==> config.mk <==
export PLATFORM = sky130hd
export DESIGN_NAME = program_page_expansion_decode
export DESIGN_NICKNAME = d
export VERILOG_FILES = /design/src/rtl/page_pkg.sv /design/src/rtl/page_region_decode.sv /design/src/rtl/program_page_expansion_decode.sv
export SDC_FILE = /design/constraint.sdc
export NUM_CORES = 1
export LEC_CHECK = 0
export ABC_CLOCK_PERIOD_IN_PS = 1590
export BUFFER_PORTS_ARGS = -buffer_cell sky130_fd_sc_hd__buf_2
export CAP_MARGIN = 20
export CORE_MARGIN = 2
export CORE_UTILIZATION = 43
export CTS_CLUSTER_DIAMETER = 120
export DETAILED_ROUTE_END_ITERATION = 7
export PLACE_DENSITY = 0.77
export SYNTH_ARGS = -nofsm -noshare
export SYNTH_HDL_FRONTEND = slang
export SYNTH_SLANG_ARGS = --single-unit
==> constraint.sdc <==
create_clock -name clk_sys -period 1.59 [get_ports clk_sys]
set_input_delay 0.159 -clock clk_sys [delete_from_list [all_inputs] [get_ports clk_sys]]
set_output_delay 0.159 -clock clk_sys [all_outputs]
set_load 0.02 [all_outputs]
==> src/rtl/page_pkg.sv <==
package page_pkg;
    localparam int PAGE_W = 6;
    localparam int ADDR_W = 16;
    localparam int STACK_W = 16;
    localparam logic [5:0] PAGE_RESET = 6'h00;
    localparam logic [15:0] WINDOW_BASE = 16'h8000;
    localparam logic [15:0] WINDOW_LAST = 16'hBFFF;
    // ------------------------------------------------------------
    // 16K blocks, by the top two address bits
    // ------------------------------------------------------------
    localparam logic [1:0] REGION_LOW = 2'h0;
    localparam logic [1:0] REGION_MID = 2'h1;
    localparam logic [1:0] REGION_WIN = 2'h2;
    localparam logic [1:0] REGION_TOP = 2'h3;
    // ------------------------------------------------------------
    // Partition straps and internal boundaries
    // ------------------------------------------------------------
    localparam logic [1:0] STRAP_128K = 2'h0;
    localparam logic [1:0] STRAP_256K = 2'h1;
    localparam logic [1:0] STRAP_512K = 2'h2;
    localparam logic [1:0] STRAP_1M = 2'h3;
    localparam logic [5:0] BOUND_128K = 6'h38;
    localparam logic [5:0] BOUND_256K = 6'h30;
    localparam logic [5:0] BOUND_512K = 6'h20;
    // ------------------------------------------------------------
    // Fixed extended address values outside the window
    // ------------------------------------------------------------
    localparam logic [5:0] XAB_LOW = 6'h3D;
    localparam logic [5:0] XAB_MID = 6'h3E;
    localparam logic [5:0] XAB_TOP = 6'h3F;
    localparam logic [5:0] DRIVE_ALL = 6'h3F;
    // ------------------------------------------------------------
    // Allocated physical program memory
    // ------------------------------------------------------------
    localparam logic [1:0] ALLOC_0K = 2'h0;
    localparam logic [1:0] ALLOC_16K = 2'h1;
    localparam logic [1:0] ALLOC_48K = 2'h2;
    localparam logic [1:0] ALLOC_64K = 2'h3;
    typedef enum logic [3:0] {
        SEQ_IDLE = 4'b0000,
        SEQ_FETCH = 4'b0001,
        SEQ_PUSH_RET = 4'b0010,
        SEQ_PUSH_PAGE = 4'b0011,
        SEQ_POP_PAGE = 4'b0100,
        SEQ_POP_RET = 4'b0101,
        SEQ_RTC_WRITE = 4'b0110,
        SEQ_FINISH = 4'b0111
    } seq_state_t;
endpackage

==> src/rtl/page_region_decode.sv <==
`timescale 1ns/10ps
module page_region_decode (
    input wire logic [1:0] addr_hi,
    input wire logic [5:0] page_index,
    input wire logic [1:0] straps,
    input wire logic [1:0] alloc,
    input wire logic high_map,
    output logic page_internal,
    output logic [5:0] xab_value,
    output logic sel_raw_n
);
    logic [5:0] boundary;
    logic alloc_big;
    logic sel_low;
    logic sel_mid;
    logic sel_win;
    logic sel_any;

    assign boundary = (straps == page_pkg::STRAP_128K) ? page_pkg::BOUND_128K :
                      (straps == page_pkg::STRAP_256K) ? page_pkg::BOUND_256K :
                      page_pkg::BOUND_512K;
    assign page_internal = (straps == page_pkg::STRAP_1M) || (page_index >= boundary);

    assign xab_value = (addr_hi == page_pkg::REGION_LOW) ? page_pkg::XAB_LOW :
                       (addr_hi == page_pkg::REGION_MID) ? page_pkg::XAB_MID :
                       (addr_hi == page_pkg::REGION_WIN) ? page_index :
                       page_pkg::XAB_TOP;

    assign alloc_big = (alloc == page_pkg::ALLOC_48K) || (alloc == page_pkg::ALLOC_64K);
    assign sel_low = (alloc == page_pkg::ALLOC_64K) && !high_map;
    assign sel_mid = alloc_big && !high_map;
    assign sel_win = (alloc == page_pkg::ALLOC_0K) || (alloc_big && page_internal);
    assign sel_any = (addr_hi == page_pkg::REGION_LOW) ? sel_low :
                     (addr_hi == page_pkg::REGION_MID) ? sel_mid :
                     (addr_hi == page_pkg::REGION_WIN) ? sel_win : 1'b1;
    assign sel_raw_n = !sel_any;
endmodule // page_region_decode

==> src/rtl/program_page_expansion_decode.sv <==
// Notes on behaviour
// - Six-bit page index selects which 16K page shows at 0x8000-0xBFFF.
// - Two-bit strap sets on-chip share: 128K, 256K, 512K or 1M.
// - Window access internal at or above strap boundary 0x38, 0x30, 0x20.
// - Page register read and written by stores, far call and far return.
// - Top block 0xC000-0xFFFF is never paged.
// - Far call saves page, loads new, pushes return then old page, jumps.
// - Far call sequence runs with interrupts held off.
// - Indexed-indirect far call fetches page and target from memory.
// - Far return pops page, pops return address, restores page, refills.
// - Far return runs uninterrupted and may start from any address.
// - Page bits drive extended address lines in window when emulating expanded.
// - Fixed extended codes 0x3D, 0x3E, 0x3F outside the window.
// - Zero allocation: select high for low half, low elsewhere.
// - 48K allocation: select low at top, internal window, middle if map clear.
// - 64K allocation: high map bit also governs the lowest block.
// - Extended address and select shown only when emulating and expanded.
// - With emulation enable, port K bit 7 is the select; else GPIO.
// - External select only when emulation select idle and external space hit.
// - Ordinary page store takes effect one cycle later.
`timescale 1ns/10ps
module program_page_expansion_decode #(
    parameter logic [5:0] RESET_PAGE = page_pkg::PAGE_RESET
) (
    input wire logic clk_sys,
    input wire logic reset,
    input wire logic clk_en,
    input wire logic [1:0] partition_straps,
    input wire logic [1:0] alloc_code,
    input wire logic expanded_mode,
    input wire logic portk_emulation_enable,
    input wire logic rom_high_map_bit,
    input wire logic page_write_lock,
    input wire logic bus_valid,
    input wire logic [15:0] bus_addr,
    input wire logic bus_external,
    input wire logic bus_unmapped,
    input wire logic page_wr_en,
    input wire logic [5:0] page_wr_data,
    input wire logic call_req,
    input wire logic call_indirect,
    input wire logic [5:0] call_imm_page,
    input wire logic [15:0] call_target,
    input wire logic [15:0] call_ret_addr,
    input wire logic rtc_req,
    input wire logic fetch_ack,
    input wire logic [5:0] fetch_page,
    input wire logic [15:0] fetch_target,
    input wire logic stack_ack,
    input wire logic [15:0] stack_rdata,
    input wire logic [7:0] portk_gpio_out,
    input wire logic [7:0] portk_gpio_oe,
    output logic [5:0] page_index_bits,
    output logic window_internal,
    output logic fetch_req,
    output logic stack_req,
    output logic stack_write,
    output logic [15:0] stack_wdata,
    output logic pc_load,
    output logic [15:0] pc_value,
    output logic queue_refill,
    output logic irq_inhibit,
    output logic seq_done,
    output logic [7:0] portk_out,
    output logic [7:0] portk_oe
);
    // ------------------------------------------------------------
    // Page register and pending store
    // ------------------------------------------------------------
    page_pkg::seq_state_t state_r;
    page_pkg::seq_state_t state_nxt;
    logic [5:0] page_r;
    logic [5:0] page_nxt;
    logic [5:0] temp_r;
    logic [5:0] wr_data_r;
    logic wr_pend_r;
    logic [15:0] target_r;
    logic idle;
    logic wr_take;
    logic imm_load;
    logic fetch_load;
    logic rtc_load;
    logic [5:0] page_eff;

    assign idle = (state_r == page_pkg::SEQ_IDLE);
    // stores accepted unless locked or busy
    assign wr_take = page_wr_en && !page_write_lock && idle && !call_req && !rtc_req;
    assign imm_load = idle && call_req && !call_indirect;
    assign fetch_load = (state_r == page_pkg::SEQ_FETCH) && fetch_ack;
    assign rtc_load = (state_r == page_pkg::SEQ_RTC_WRITE);
    assign page_eff = wr_pend_r ? wr_data_r : page_r;
    // pending store lands one cycle on
    assign page_nxt = rtc_load ? temp_r :
                      fetch_load ? fetch_page :
                      imm_load ? call_imm_page :
                      page_eff;

    always_ff @(posedge clk_sys) begin
        if (reset) begin
            wr_pend_r <= 1'b0;
            wr_data_r <= page_pkg::PAGE_RESET;
        end else if (clk_en) begin
            wr_pend_r <= wr_take;
            wr_data_r <= page_wr_data;
        end
    end

    always_ff @(posedge clk_sys) begin
        if (reset) begin
            page_r <= RESET_PAGE;
        end else if (clk_en) begin
            page_r <= page_nxt;
        end
    end

    // ------------------------------------------------------------
    // Far call and far return sequencer
    // ------------------------------------------------------------
    always_comb begin
        state_nxt = state_r;
        case (state_r)
            page_pkg::SEQ_IDLE: begin
                if (call_req) begin
                    state_nxt = call_indirect ? page_pkg::SEQ_FETCH : page_pkg::SEQ_PUSH_RET;
                end else if (rtc_req) begin
                    state_nxt = page_pkg::SEQ_POP_PAGE;
                end
            end
            page_pkg::SEQ_FETCH: begin
                if (fetch_ack) state_nxt = page_pkg::SEQ_PUSH_RET;
            end
            page_pkg::SEQ_PUSH_RET: begin
                if (stack_ack) state_nxt = page_pkg::SEQ_PUSH_PAGE;
            end
            page_pkg::SEQ_PUSH_PAGE: begin
                if (stack_ack) state_nxt = page_pkg::SEQ_FINISH;
            end
            page_pkg::SEQ_POP_PAGE: begin
                if (stack_ack) state_nxt = page_pkg::SEQ_POP_RET;
            end
            page_pkg::SEQ_POP_RET: begin
                if (stack_ack) state_nxt = page_pkg::SEQ_RTC_WRITE;
            end
            page_pkg::SEQ_RTC_WRITE: state_nxt = page_pkg::SEQ_FINISH;
            default: state_nxt = page_pkg::SEQ_IDLE;
        endcase
    end

    always_ff @(posedge clk_sys) begin
        if (reset) begin
            state_r <= page_pkg::SEQ_IDLE;
        end else if (clk_en) begin
            state_r <= state_nxt;
        end
    end

    always_ff @(posedge clk_sys) begin
        if (reset) begin
            temp_r <= page_pkg::PAGE_RESET;
            target_r <= 16'h0000;
            fetch_req <= 1'b0;
            stack_req <= 1'b0;
            stack_write <= 1'b0;
            stack_wdata <= 16'h0000;
            pc_load <= 1'b0;
            pc_value <= 16'h0000;
            queue_refill <= 1'b0;
            irq_inhibit <= 1'b0;
            seq_done <= 1'b0;
        end else if (clk_en) begin
            pc_load <= 1'b0;
            queue_refill <= 1'b0;
            seq_done <= 1'b0;
            case (state_r)
                page_pkg::SEQ_IDLE: begin
                    if (call_req) begin
                        temp_r <= page_eff;
                        target_r <= call_target;
                        stack_wdata <= call_ret_addr;
                        irq_inhibit <= 1'b1;
                        fetch_req <= call_indirect;
                        stack_req <= !call_indirect;
                        stack_write <= 1'b1;
                    end else if (rtc_req) begin
                        // return from any address, held off
                        irq_inhibit <= 1'b1;
                        stack_req <= 1'b1;
                        stack_write <= 1'b0;
                    end
                end
                page_pkg::SEQ_FETCH: begin
                    if (fetch_ack) begin
                        fetch_req <= 1'b0;
                        target_r <= fetch_target;
                        stack_req <= 1'b1;
                    end
                end
                page_pkg::SEQ_PUSH_RET: begin
                    // old page pushed after return address
                    if (stack_ack) stack_wdata <= {10'h000, temp_r};
                end
                page_pkg::SEQ_PUSH_PAGE: begin
                    if (stack_ack) begin
                        stack_req <= 1'b0;
                        stack_write <= 1'b0;
                        pc_load <= 1'b1;
                        pc_value <= target_r;
                    end
                end
                page_pkg::SEQ_POP_PAGE: begin
                    if (stack_ack) temp_r <= stack_rdata[5:0];
                end
                page_pkg::SEQ_POP_RET: begin
                    if (stack_ack) begin
                        stack_req <= 1'b0;
                        pc_load <= 1'b1;
                        pc_value <= stack_rdata;
                    end
                end
                page_pkg::SEQ_FINISH: begin
                    queue_refill <= 1'b1;
                    seq_done <= 1'b1;
                    irq_inhibit <= 1'b0;
                end
                default: begin
                    stack_req <= 1'b0;
                end
            endcase
        end
    end

    // ------------------------------------------------------------
    // Window decode and port K drive
    // ------------------------------------------------------------
    logic page_internal;
    logic [5:0] xab_value;
    logic sel_raw_n;
    logic emu_on;
    logic emu_sel_n_nxt;
    logic ext_sel_n_nxt;
    logic [7:0] portk_out_nxt;
    logic [7:0] portk_oe_nxt;

    page_region_decode page_region_decode_inst (
        .addr_hi(bus_addr[15:14]),
        .page_index(page_r),
        .straps(partition_straps),
        .alloc(alloc_code),
        .high_map(rom_high_map_bit),
        .page_internal(page_internal),
        .xab_value(xab_value),
        .sel_raw_n(sel_raw_n)
    );

    // shown only when emulating and expanded
    assign emu_on = portk_emulation_enable && expanded_mode;
    // top block decodes as fixed, never paged
    assign emu_sel_n_nxt = !(emu_on && bus_valid && !sel_raw_n);
    // external select needs idle emulation select
    assign ext_sel_n_nxt = !(emu_on && bus_valid && sel_raw_n && bus_external && !bus_unmapped);
    assign portk_out_nxt[5:0] = emu_on ? xab_value : portk_gpio_out[5:0];
    assign portk_oe_nxt[5:0] = emu_on ? page_pkg::DRIVE_ALL : portk_gpio_oe[5:0];
    // bit 7 select or general purpose
    assign portk_out_nxt[7] = portk_emulation_enable ? emu_sel_n_nxt : portk_gpio_out[7];
    assign portk_oe_nxt[7] = portk_emulation_enable || portk_gpio_oe[7];
    assign portk_out_nxt[6] = portk_emulation_enable ? ext_sel_n_nxt : portk_gpio_out[6];
    assign portk_oe_nxt[6] = portk_emulation_enable || portk_gpio_oe[6];

    always_ff @(posedge clk_sys) begin
        if (reset) begin
            portk_out <= 8'h00;
            portk_oe <= 8'h00;
            window_internal <= 1'b0;
            page_index_bits <= page_pkg::PAGE_RESET;
        end else if (clk_en) begin
            portk_out <= portk_out_nxt;
            portk_oe <= portk_oe_nxt;
            window_internal <= page_internal;
            page_index_bits <= page_nxt;
        end
    end

    logic [5:0] bound_chk;
    assign bound_chk = (partition_straps == page_pkg::STRAP_128K) ? page_pkg::BOUND_128K :
                       (partition_straps == page_pkg::STRAP_256K) ? page_pkg::BOUND_256K :
                       page_pkg::BOUND_512K;
endmodule // program_page_expansion_decode

==> results.md, run 1 <==
* Row count at 37
* Die H at 106 µm
* Core region area at between 10000 and 15000 µm²
* Mapped Cells at 517
* Max Cap Viol at 0
* Yosys warnings at 0
* Setup violators final at 0
* Peak supply drop at roughly 0.51 mV
* Avg Cell Area, Syn at ~8.6 µm²
* Clock Tree Root: clkbuf_8
* Die area at roughly 11000 µm²
* # fillers at a little over 900
* Clock transition at path regs at ~0.1 ns
* Largest net degree at the start of global routing at 87
* Hold Crit Class: input pin to flip-flop
* Vias in the first global route at 4272
* Worst hold slack at about 0.028 ns
* Syn Std Cell Area at 4440 µm²
* Ys async rst share at 0
* DR vias at around 4500
* Total track usage at 0.228
* Top cells by area, synth: dfxtp_1, mux2i_1, nor2_1
* Area Growth Syn to Fin at 33.9%
* Placed cell areas at 5610 µm²
* Yosys cell types at a little under 50
* Final Cycle Share at 0.972
* Setup CP Type: flip-flop to flip-flop
* Layout Skew at around 0.013 ns
* Syn nets at approximately 650
* Dominant synthesized flop cell: dfxtp_1
* DRT Wirelength at about 13000 µm
* DRC viols at 0
* Avg WL per Cell at about 16 µm
* CP arrival at about 1.8 ns
* Crit Path Max Fanout at 10
* Clock latency at the later pin of the worst-skew pair at 0.37 ns
* Routability cong. at about 0.9
* Post-layout min period at around 1.5 ns
* Met1 Use GR at 0.293
* Max Clk Rate at roughly 0.65 GHz
* WP data required at 1.87 ns
* Register area share after synthesis at 0.419
* Slew Limit Fails at 0
* Met2 usage at 0.376
* GR Overflow Total at 0
* Design area at between 5000 and 6000 µm²
* Port bufs at 181
* CTS Buf Count at 9
* Initial core utilization at 0.436
* Cell taking the most area after synthesis: dfxtp_1
* Leakage Power at around 2.5 nW
* Worst-case clock buffer depth at 2
* # H-tree levels at 3
* Status: completed
* Final number of hold-violating endpoints at 0
* # clock sinks at a little over 90
* Share of cells above drive strength 1 at 0.371
* Die X at roughly 110 µm
* Setup TNS at 0 ns
* Vias/cell at about 5.4
* Busiest layer in global routing: met2
* CP startpoint kind: flip-flop
* Least-Margin Pin Slew at ~0.4 ns
* Slew HR at 0.735
* CP endpoint kind: flip-flop
* Final HPWL from detailed placement at between 9000 and 10000 µm
* Nets at 832
* DRT Pass-1 Iters at 6
* Synth top area share at 0.419
* CTS tree: built
* Initial drt markers at 422
* PwrDens at between 900 and 1000 nW/µm²
* Antenna violations before repair at 1
* Post-synth EDFFs at 0
* Ports at 196
* FF+latch count, synth at 93
* Wire length of the first global-routing pass at a little over 20000 µm
* Final ANT Viol Nets at 0
* Met3 Track Usage GR at 0.0390
-- state kept, by name (all words and copies together), names as in the netlist, 6 cells and up --
| register | flops |
|---|---|
| target_r | 16 |
| pc_value | 16 |
| temp_r | 6 |
| portk_oe | 8 |
| wr_data_r | 6 |
| portk_out | 8 |
| stack_wdata | 16 |
| page_index_bits | 6 |
-- timing repair --
action                     in CTS  in global routing
gates cloned                    0                  2
setup endpoints to repair      20                 63
hold buffers                    0                  0
resized for setup               2                 13
pin swaps                       0                  6
setup buffers                   1                  1
-- worst max-delay path: stages, from the launching register on --
cell and delay [ns]:
dfxtp_4 0.38, nand2b_4 0.15, buf_4 0.14, nor3_4 0.21
buf_12 0.15, clkbuf_16 0.14, nor2_1 0.05, a211oi_1 0.24
-- cells in the mapped netlist, types with 3 or more instances --
master / n
a21oi_1: 24
a311oi_1: 22
nor3b_1: 6
a211oi_1: 23
nor2b_1: 6
o211ai_1: 5
o221ai_1: 11
nand2b_1: 7
dfxtp_1: 93
buf_6: 3
buf_1: 3
nand2_1: 38
buf_4: 3
nand3_1: 22
a22oi_1: 11
inv_1: 7
o21ai_0: 10
mux2i_1: 39
mux2_2: 12
nor2_1: 99
clkbuf_1: 24
nor3_1: 4
buf_2: 13
-- metrics by stage --
step	util	total power, W	std cells	setup slack (ns)
CTS	0.572	0.00568	834	0.0183
global placement	0.550	0.00396	817	0.0272
global route	0.584	0.00600	838	-0.0382
floorplan	-	0.00350	517	0.0835
finish	0.584	0.00573	838	0.0445
detailed placement	0.550	0.00401	817	-0.0476
-- worst paths after layout --
path / depth (start not counted) / start / to / slack, ns
setup / recovery: 7 / state_r[2] / target_r[5] / 0.04
hold / removal: 3 / page_wr_data[0] / wr_data_r[0] / 0.03
setup reg to reg: 7 / state_r[2] / target_r[5] / 0.04
hold reg to reg: 2 / portk_out[3] / portk_out[3] / 0.47
-- placed cells by master (no fill, tap or decap), types with 3 or more instances in the layout --
cell / netlist / routed
inv_1: 7 / 7
nand2_1: 38 / 38
mux2i_1: 39 / 38
nor2_1: 99 / 99
a311oi_1: 22 / 22
nor3_1: 4 / 3
a22oi_1: 11 / 11
mux2_2: 12 / 12
nor2b_1: 6 / 5
o221ai_1: 11 / 11
nor3b_1: 6 / 5
o21ai_0: 10 / 10
nand3_1: 22 / 21
buf_2: 13 / 181
a21oi_1: 24 / 24
clkbuf_8: 0 / 10
buf_4: 3 / 22
nand2b_1: 7 / 6
o211ai_1: 5 / 5
a211oi_1: 23 / 21
buf_12: 0 / 8
dfxtp_1: 93 / 90
-- logic make-up (layout without fill, tap and decap cells) --
family,count (synthesis),count (layout),share of synthesized area
AO/OA/AOI/OAI,122,122,0.201
adder cells (fa/ha/maj),2,2,0.00563
buffers and inverters,53,237,0.0560
flip-flops,93,93,0.419
multiplexers,51,51,0.118
other,0,1,0
AND/OR/NAND/NOR,196,196,0.200
-- layout make-up --
| cell class | instances | area (µm²) | share of cell area |
|---|---|---|---|
| inverters | 7 | 26.3 | 0.00442 |
| flip-flops and latches | 93 | 1870 | 0.314 |
| repair buffers | 214 | 1290 | 0.217 |
| clock buffers | 11 | 141 | 0.0238 |
| clock inverters | 5 | 67.6 | 0.0114 |
| multi-input cells | 371 | 2380 | 0.400 |
| diodes | 1 | 2.50 | 0.000421 |
| well taps | 136 | 170 | 0.0286 |
-- layer usage --
| metal | part of all wire | up-vias |
|---|---|---|
| met5 | 0 | - |
| met4 | 0.025 | 0 |
| met3 | 0.063 | 26 |
| met2 | 0.48 | 191 |
| met1 | 0.43 | 2106 |
| li1 | - | 2226 |
-- power breakdown --
part | total (W) | switching (W) | leakage [nW] | internal [W]
Combinational | 0.00142 | 0.000771 | 1.67 | 0.000652
Sequential | 0.00262 | 0.000125 | 0.764 | 0.00250
Clock | 0.00168 | 0.000888 | 0.106 | 0.000794
Total | 0.00573 | 0.00178 | 2.54 | 0.00394
No activity file was read; power rests on OpenSTA's default activity.
==> inputs of run 2 (changes only) <==
--- a/config.mk
+++ b/config.mk
@@ -5,7 +5,7 @@
 export SDC_FILE = /design/constraint.sdc
 export NUM_CORES = 1
 export LEC_CHECK = 0
-export ABC_CLOCK_PERIOD_IN_PS = 1590
+export ABC_CLOCK_PERIOD_IN_PS = 1250
 export BUFFER_PORTS_ARGS = -buffer_cell sky130_fd_sc_hd__buf_2
 export CAP_MARGIN = 20
 export CORE_MARGIN = 2
==> constraint.sdc (replaced) <==
create_clock -name clk_sys -period 1.25 [get_ports clk_sys]
set_input_delay 0.125 -clock clk_sys [delete_from_list [all_inputs] [get_ports clk_sys]]
set_output_delay 0.125 -clock clk_sys [all_outputs]
set_load 0.02 [all_outputs]
==> run 2 against run 1 <==
Compared with the run above:
- the flow now finishes with violations (setup timing)
- routed wire length grew 19%
- register-to-register slack lost 0.36 ns
- sequential share of layout area shrank 4.4 points
- final cell count grew 6.7%
- combinational power grew 73%
- die area is the same
- flip-flop and latch count is the same
- non-clock buffer count grew 57
- worst hold slack lost 0.0060 ns
- clock power grew 29%
- core utilization grew 10 points
- global-route usage grew 2.0 points
- critical path type unchanged
==> results.md, run 2 (synthesized netlist as in run 1, its figures left out) <==
* Worst-case clock buffer depth at 2 (unchanged)
* Crit path cell chain: buf_4 -> clkbuf_16 -> nand3_2 -> a21oi_4 -> buf_6 -> clkbuf_16 -> buf_4 -> a311oi_1 (was nand2b_4 -> buf_4 -> nor3_4 -> buf_12 -> clkbuf_16 -> nor2_1 -> a211oi_1)
* Hold Crit Class: input pin to flip-flop (unchanged)
* Switching power of the nets at 0.00255 W (was 0.00178 W)
* Final Cycle Share at 1.25 (was 0.972)
* Clk pwr share at 0.271 (was 0.294)
* Worst setup margin at -0.313 ns (was 0.0445 ns)
* Leakage Power at 2.94 nW (was 2.54 nW)
* Area Growth Syn to Fin at 56.8% (was 33.9%)
* R2R Path End: pc_value[1] (was target_r[5])
* Die X at 106 µm (unchanged)
* Antenna violations before repair at 0 (was 1)
* Ports at 196 (unchanged)
* Place WS at -0.328 ns (was -0.0476 ns)
* Wire length of the first global-routing pass at 22000 µm (was 20700 µm)
* N_diodes at 0 (was 1)
* Avg WL per Cell at 17.7 µm (was 15.9 µm)
* Setup CP Type: flip-flop to flip-flop (unchanged)
* Layout Skew at 0.0150 ns (was 0.0128 ns)
* # fillers at 764 (was 921)
* GR Overflow Total at 0 (unchanged)
* Largest stage delay on the critical path at 0.38 ns (about the same)
* CP max stage cell: dfxtp_4 (unchanged)
* Proportion of power drawn by combinational gates at 0.308 (was 0.248)
* Most common cell after layout, fill and taps aside: buf_2 (unchanged)
* Design area at 6970 µm² (was 5950 µm²)
* Core region area at 10200 µm² (unchanged)
* Slew HR at 0.784 (was 0.735)
* # H-tree levels at 3 (unchanged)
* Fin util at 0.684 (was 0.584)
* Commonest cells after routing, fill and taps aside: buf_2, nor2_1, dfxtp_1 (unchanged)
* Setup TNS at -13.57 ns (was 0 ns)
* Unrepaired setup endpoints after global routing: yes
* Reg2reg start: state_r[0] (was state_r[2])
* DRT Pass-1 Iters at 5 (was 6)
* R2R setup slack at -0.31 ns (was 0.04 ns)
* Power Internal at 0.00542 W (was 0.00394 W)
* Final HPWL from detailed placement at 10800 µm (was 9630 µm)
* DRT Wirelength at 15900 µm (was 13300 µm)
* Setup violators final at 68 (was 0)
* Status: finished, violations left (was completed)
* Hold path depth at 3 (unchanged)
* Failing checks: setup timing
* CTS tree: built (unchanged)
* Max Cap Viol at 0 (unchanged)
* Die area at 11200 µm² (unchanged)
* Peak supply drop at 0.708 mV (was 0.512 mV)
* Least-Margin Pin Slew at 0.323 ns (was 0.397 ns)
* Largest net degree at the start of global routing at 40 (was 87)
* Max Clk Rate at 0.640 GHz (was 0.647 GHz)
* R2r worst-path depth at 8 (was 7)
* Clock Tree Root: clkbuf_8 (unchanged)
* Routability cong. at 0.876 (was 0.896)
* Initial drt markers at 449 (was 422)
* CTS Buf Count at 9 (unchanged)
* WHS Endpoint: portk_oe[6] (was wr_data_r[0])
* Net Sw Frac at 0.320 (was 0.312)
* Critical Path Start: state_r[0] (was state_r[2])
* Post-layout min period at 1.56 ns (was 1.55 ns)
* CP arrival at 1.84 ns (was 1.82 ns)
* DR vias at 4976 (was 4549)
* Clock transition at path regs at 0.10 ns (about the same)
* Crit Path Max Fanout at 8 (was 10)
* Total track usage at 0.248 (was 0.228)
* Critical path's top delay family: buffers and inverters (unchanged)
* Port bufs at 181 (unchanged)
* Row count at 37 (unchanged)
* Hold Startpoint: portk_gpio_oe[6] (was page_wr_data[0])
* Die H at 106 µm (unchanged)
* CP startpoint kind: flip-flop (unchanged)
* Final number of hold-violating endpoints at 0 (unchanged)
* # clock sinks at 93 (unchanged)
* Sequential share of power at 0.421 (was 0.458)
* DRC viols at 0 (unchanged)
* CP endpoint kind: flip-flop (unchanged)
* Vias in the first global route at 4542 (was 4272)
* PwrDens at 1140 nW/µm² (was 963 nW/µm²)
* Final ANT Viol Nets at 0 (unchanged)
* Share of cells above drive strength 1 at 0.480 (was 0.371)
* Vias/cell at 5.57 (was 5.43)
* Biggest regs: pc_value: 16 flops, stack_wdata: 16 flops, target_r: 16 flops (unchanged)
* Placed cell areas at 5960 µm² (was 5610 µm²)
* WP data required at 1.53 ns (was 1.87 ns)
* Initial core utilization at 0.436 (unchanged)
* Clock latency at the later pin of the worst-skew pair at 0.37 ns (about the same)
* Nets at 889 (was 832)
* Slew Limit Fails at 0 (unchanged)
* WP buf/inv at 5 (was 3)
==> run 2: cell types whose count changed in the layout (fill, tap and decap cells not counted), sizes merged <==
cell / delta
clkbuf: +3
clkinvlp: +1
clkinv: -1
buf: +38
inv: +1
dlygate4sd3: +15
diode: -1
==> run 2: layer usage <==
layer,vias up,global-route usage,part of all wire
met5,-,0,0
met3,34,0.0445,0.062
met2,244,0.430,0.50
li1,2335,-,-
met4,0,0.0959,0.027
met1,2363,0.305,0.41
==> run 2: power by group through the flow <==
stage	logic, W	clock network (W)	registers (W)
floorplan	0.00107	0	0.00350
global placement	0.00185	0	0.00337
detailed placement	0.00191	0	0.00339
CTS	0.00207	0.00220	0.00333
global route	0.00262	0.00233	0.00338
finish	0.00246	0.00216	0.00335
==> run 2: worst max-delay path by stage <==
| stage | end | slack [ns] | depth (start not counted) |
|---|---|---|---|
| 5_1_grt | target_r[13] | -0.39 | 7 |
| 3_3_place_gp | stack_wdata[11] | -0.23 | 5 |
| 2_1_floorplan | page_index_bits[0] | -0.26 | 6 |
| 6_report | pc_value[1] | -0.31 | 8 |
| 3_5_place_dp | target_r[10] | -0.33 | 5 |
| 4_1_cts | page_index_bits[0] | -0.23 | 5 |
==> run 2: through the flow <==
stage | hold slack, ns | std cells | total power, W
finish | 0.0218 | 894 | 0.00797
global route | 0.0246 | 894 | 0.00832
CTS | 0.00439 | 877 | 0.00760
detailed placement | 0.366 | 845 | 0.00530
global placement | 0.358 | 845 | 0.00522
floorplan | 0.260 | 517 | 0.00457
==> run 2: final cells by class <==
type,count,area (µm²),share of cell area
multi-input cells,371,2750,0.395
repair buffers,271,1920,0.276
flip-flops and latches,93,1890,0.271
well taps,136,170,0.0244
clock buffers,10,138,0.0198
clock inverters,6,75.1,0.0108
inverters,7,26.3,0.00377
==> run 2: tightest hold or removal path, delay by kind of cell <==
| kind | cells | cell delay, ns |
|---|---|---|
| buffers and inverters | 1 | 0.08 |
| AND/OR/NAND/NOR | 1 | 0.08 |
| AO/OA/AOI/OAI | 1 | 0.06 |
==> run 2: timing repair <==
action | 4_1_cts | 5_1_grt
gates cloned | 0 | 7
endpoints found under the setup margin | 70 | 71
setup buffers | 2 | 12
gates resized for setup | 40 | 56
endpoints found under the hold margin | 15 | 0
pin swaps | 11 | 29
hold buffers | 15 | 0
==> inputs of run 3 (changes only) <==
--- a/config.mk
+++ b/config.mk
@@ -8,6 +8,7 @@
 export ABC_CLOCK_PERIOD_IN_PS = 1250
 export BUFFER_PORTS_ARGS = -buffer_cell sky130_fd_sc_hd__buf_2
 export CAP_MARGIN = 20
+export CORE_ASPECT_RATIO = 1.5
 export CORE_MARGIN = 2
 export CORE_UTILIZATION = 43
 export CTS_CLUSTER_DIAMETER = 120
==> run 3 against run 2 <==
Compared with the run above:
- the flow still finishes with violations (setup timing)
- critical path depth down 2
- register-to-register slack better by 0.02 ns
- setup slack improved by 0.024 ns
- combinational power is essentially flat
- largest power group unchanged
==> results.md, run 3 (synthesized netlist as in run 1, its figures left out) <==
* DRT Pass-1 Iters at 6 (was 5)
* Final Cycle Share at 1.23 (was 1.25)
* Final HPWL from detailed placement at 10200 µm (was 10800 µm)
* Worst Setup EP: temp_r[1] (was pc_value[1])
* DRT Wirelength at 15900 µm (about the same)
* Final number of hold-violating endpoints at 0 (unchanged)
* Vias/cell at 5.79 (was 5.57)
* Most common cell after layout, fill and taps aside: buf_2 (unchanged)
* Total track usage at 0.262 (was 0.248)
* Die X at 87.0 µm (was 106 µm)
* Slew Limit Fails at 0 (unchanged)
* Row count at 45 (was 37)
* Final ANT Viol Nets at 0 (unchanged)
* Core region area at 10100 µm² (was 10200 µm²)
* Hold Crit Class: input pin to flip-flop (unchanged)
* Setup violators final at 71 (was 68)
* Status: finished, violations left (unchanged)
* CP startpoint kind: flip-flop (unchanged)
* Post-layout min period at 1.54 ns (was 1.56 ns)
* Largest net degree at the start of global routing at 37 (was 40)
* Max Clk Rate at 0.650 GHz (was 0.640 GHz)
* Wire length of the first global-routing pass at 23100 µm (was 22000 µm)
* Slew HR at 0.732 (was 0.784)
* Antenna violations before repair at 0 (unchanged)
* Largest stage delay on the critical path at 0.37 ns (was 0.38 ns)
* Overall Power at 0.00865 W (was 0.00797 W)
* Least-Margin Pin Slew at 0.402 ns (was 0.323 ns)
* Biggest regs: pc_value: 16 flops, stack_wdata: 16 flops, target_r: 16 flops (unchanged)
* CTS Hold Bufs at 0 (was 15)
* CTS tree: built (unchanged)
* Unrepaired setup endpoints after global routing: yes (unchanged)
* Finished Layout Cells at 861 (was 894)
* Area Growth Syn to Fin at 57.9% (was 56.8%)
* DR vias at 4984 (was 4976)
* Reg2reg start: state_r[1] (was state_r[0])
* Max Cap Viol at 0 (unchanged)
* Nets at 875 (was 889)
* Layout Skew at 0.0109 ns (was 0.0150 ns)
* Clock Tree Root: clkbuf_16 (was clkbuf_8)
* N_diodes at 0 (unchanged)
* # placed instances at 820 (was 845)
* PwrDens at 1230 nW/µm² (was 1140 nW/µm²)
* Clock latency at the later pin of the worst-skew pair at 0.35 ns (was 0.37 ns)
* Setup CP Type: flip-flop to flip-flop (unchanged)
* Critical Path Start: state_r[1] (was state_r[0])
* Avg WL per Cell at 18.4 µm (was 17.7 µm)
* DRC viols at 0 (unchanged)
* Share of cells above drive strength 1 at 0.508 (was 0.480)
* Port bufs at 181 (unchanged)
* R2R Path End: temp_r[1] (was pc_value[1])
* Commonest cells after routing, fill and taps aside: buf_2, nor2_1, dfxtp_1 (unchanged)
* R2R setup slack at -0.29 ns (was -0.31 ns)
* # H-tree levels at 3 (unchanged)
* CP arrival at 1.78 ns (was 1.84 ns)
* Ports at 196 (unchanged)
* Die area at 11200 µm² (about the same)
* Most common cell on crit path: buf_6
* GR Overflow Total at 0 (unchanged)
* Worst-case clock buffer depth at 2 (unchanged)
* Initial drt markers at 297 (was 449)
* Failing checks: setup timing (unchanged)
* Met1 Use GR at 0.277 (was 0.305)
* Clock transition at path regs at 0.07 ns (was 0.10 ns)
* Setup TNS at -13.23 ns (was -13.57 ns)
* Leakage Power at 2.96 nW (was 2.94 nW)
* Met2 usage at 0.491 (was 0.430)
* CP max stage cell: dfxtp_4 (unchanged)
* Crit Path Max Fanout at 6 (was 8)
* Worst setup margin at -0.289 ns (was -0.313 ns)
* Busiest layer in global routing: met2 (unchanged)
* Crit path cell chain: buf_6 -> nor3b_4 -> buf_6 -> mux2_4 -> mux2i_1 -> nor2_1 (was buf_4 -> clkbuf_16 -> nand3_2 -> a21oi_4 -> buf_6 -> clkbuf_16 -> buf_4 -> a311oi_1)
* R2r worst-path depth at 6 (was 8)
* Initial core utilization at 0.441 (was 0.436)
* Met3 Track Usage GR at 0.0468 (was 0.0445)
* # clock sinks at 93 (unchanged)
* Vias in the first global route at 4887 (was 4542)
* Peak supply drop at 0.692 mV (was 0.708 mV)
* CP endpoint kind: flip-flop (unchanged)
* WP data required at 1.50 ns (was 1.53 ns)
* Die H at 128 µm (was 106 µm)
* CTS Buf Count at 9 (unchanged)
* Routability cong. at 0.841 (was 0.876)
## run 3: changes by cell type in the layout (fill, tap and decap cells not counted), sizes merged
cell         before  now
dlygate4sd3      15    0
clkbuf           16   13
buf             250  253
and3              2    3
## run 3: how the worst min path moves through the flow
stage,cells past startpoint,from,to,slack (ns)
finish,3,page_wr_data[0],wr_data_r[0],0.02
detailed placement,3,call_ret_addr[7],stack_wdata[7],0.37
global placement,3,call_ret_addr[8],stack_wdata[8],0.36
floorplan,2,call_ret_addr[10],stack_wdata[10],0.26
CTS,3,page_wr_data[2],wr_data_r[2],0.01
global route,3,page_wr_data[4],wr_data_r[4],0.02
## run 3: metal layers
metal	share of wire	routed length, µm	vias to the layer above
met5	0	0	-
met4	0.035	558	0
met3	0.064	1010	49
met2	0.54	8520	252
met1	0.36	5770	2365
li1	-	-	2318
## run 3: power breakdown
group | leakage (nW) | internal (W) | switching, W
logic | 2.04 | 0.00118 | 0.00125
registers | 0.766 | 0.00318 | 0.000155
clock network | 0.152 | 0.00164 | 0.00125
## run 3: critical path, delay by kind of cell, from the launching register on
| family | cells | cell delay [ns] |
|---|---|---|
| multiplexers | 2 | 0.50 |
| AND/OR/NAND/NOR | 2 | 0.25 |
| flip-flops | 1 | 0.37 |
| buffers and inverters | 2 | 0.31 |
## run 3: final cells by class
type / count / area, µm²
clock inverters: 6 / 75.1
inverters: 7 / 26.3
repair buffers: 256 / 1810
fillers: 727 / 3060
flip-flops and latches: 93 / 1880
multi-input cells: 372 / 2840
clock buffers: 10 / 239
well taps: 117 / 146
## run 3: repair_timing
item                                    CTS  global route
resized for setup                        61            60
pin swaps                                26            32
endpoints found under the setup margin   70            71
endpoints found under the hold margin     0             0
gates cloned                              6             3
buffers inserted                         15             5
## run 3: metrics by stage
step | utilization | area [µm²] | setup slack [ns] | hold slack, ns
2_1_floorplan | - | 4650 | -0.256 | 0.260
3_3_place_gp | 0.585 | 5900 | -0.244 | 0.357
3_5_place_dp | 0.585 | 5900 | -0.293 | 0.369
4_1_cts | 0.662 | 6670 | -0.279 | 0.0116
5_1_grt | 0.696 | 7020 | -0.325 | 0.0174
6_report | 0.696 | 7020 | -0.289 | 0.0204
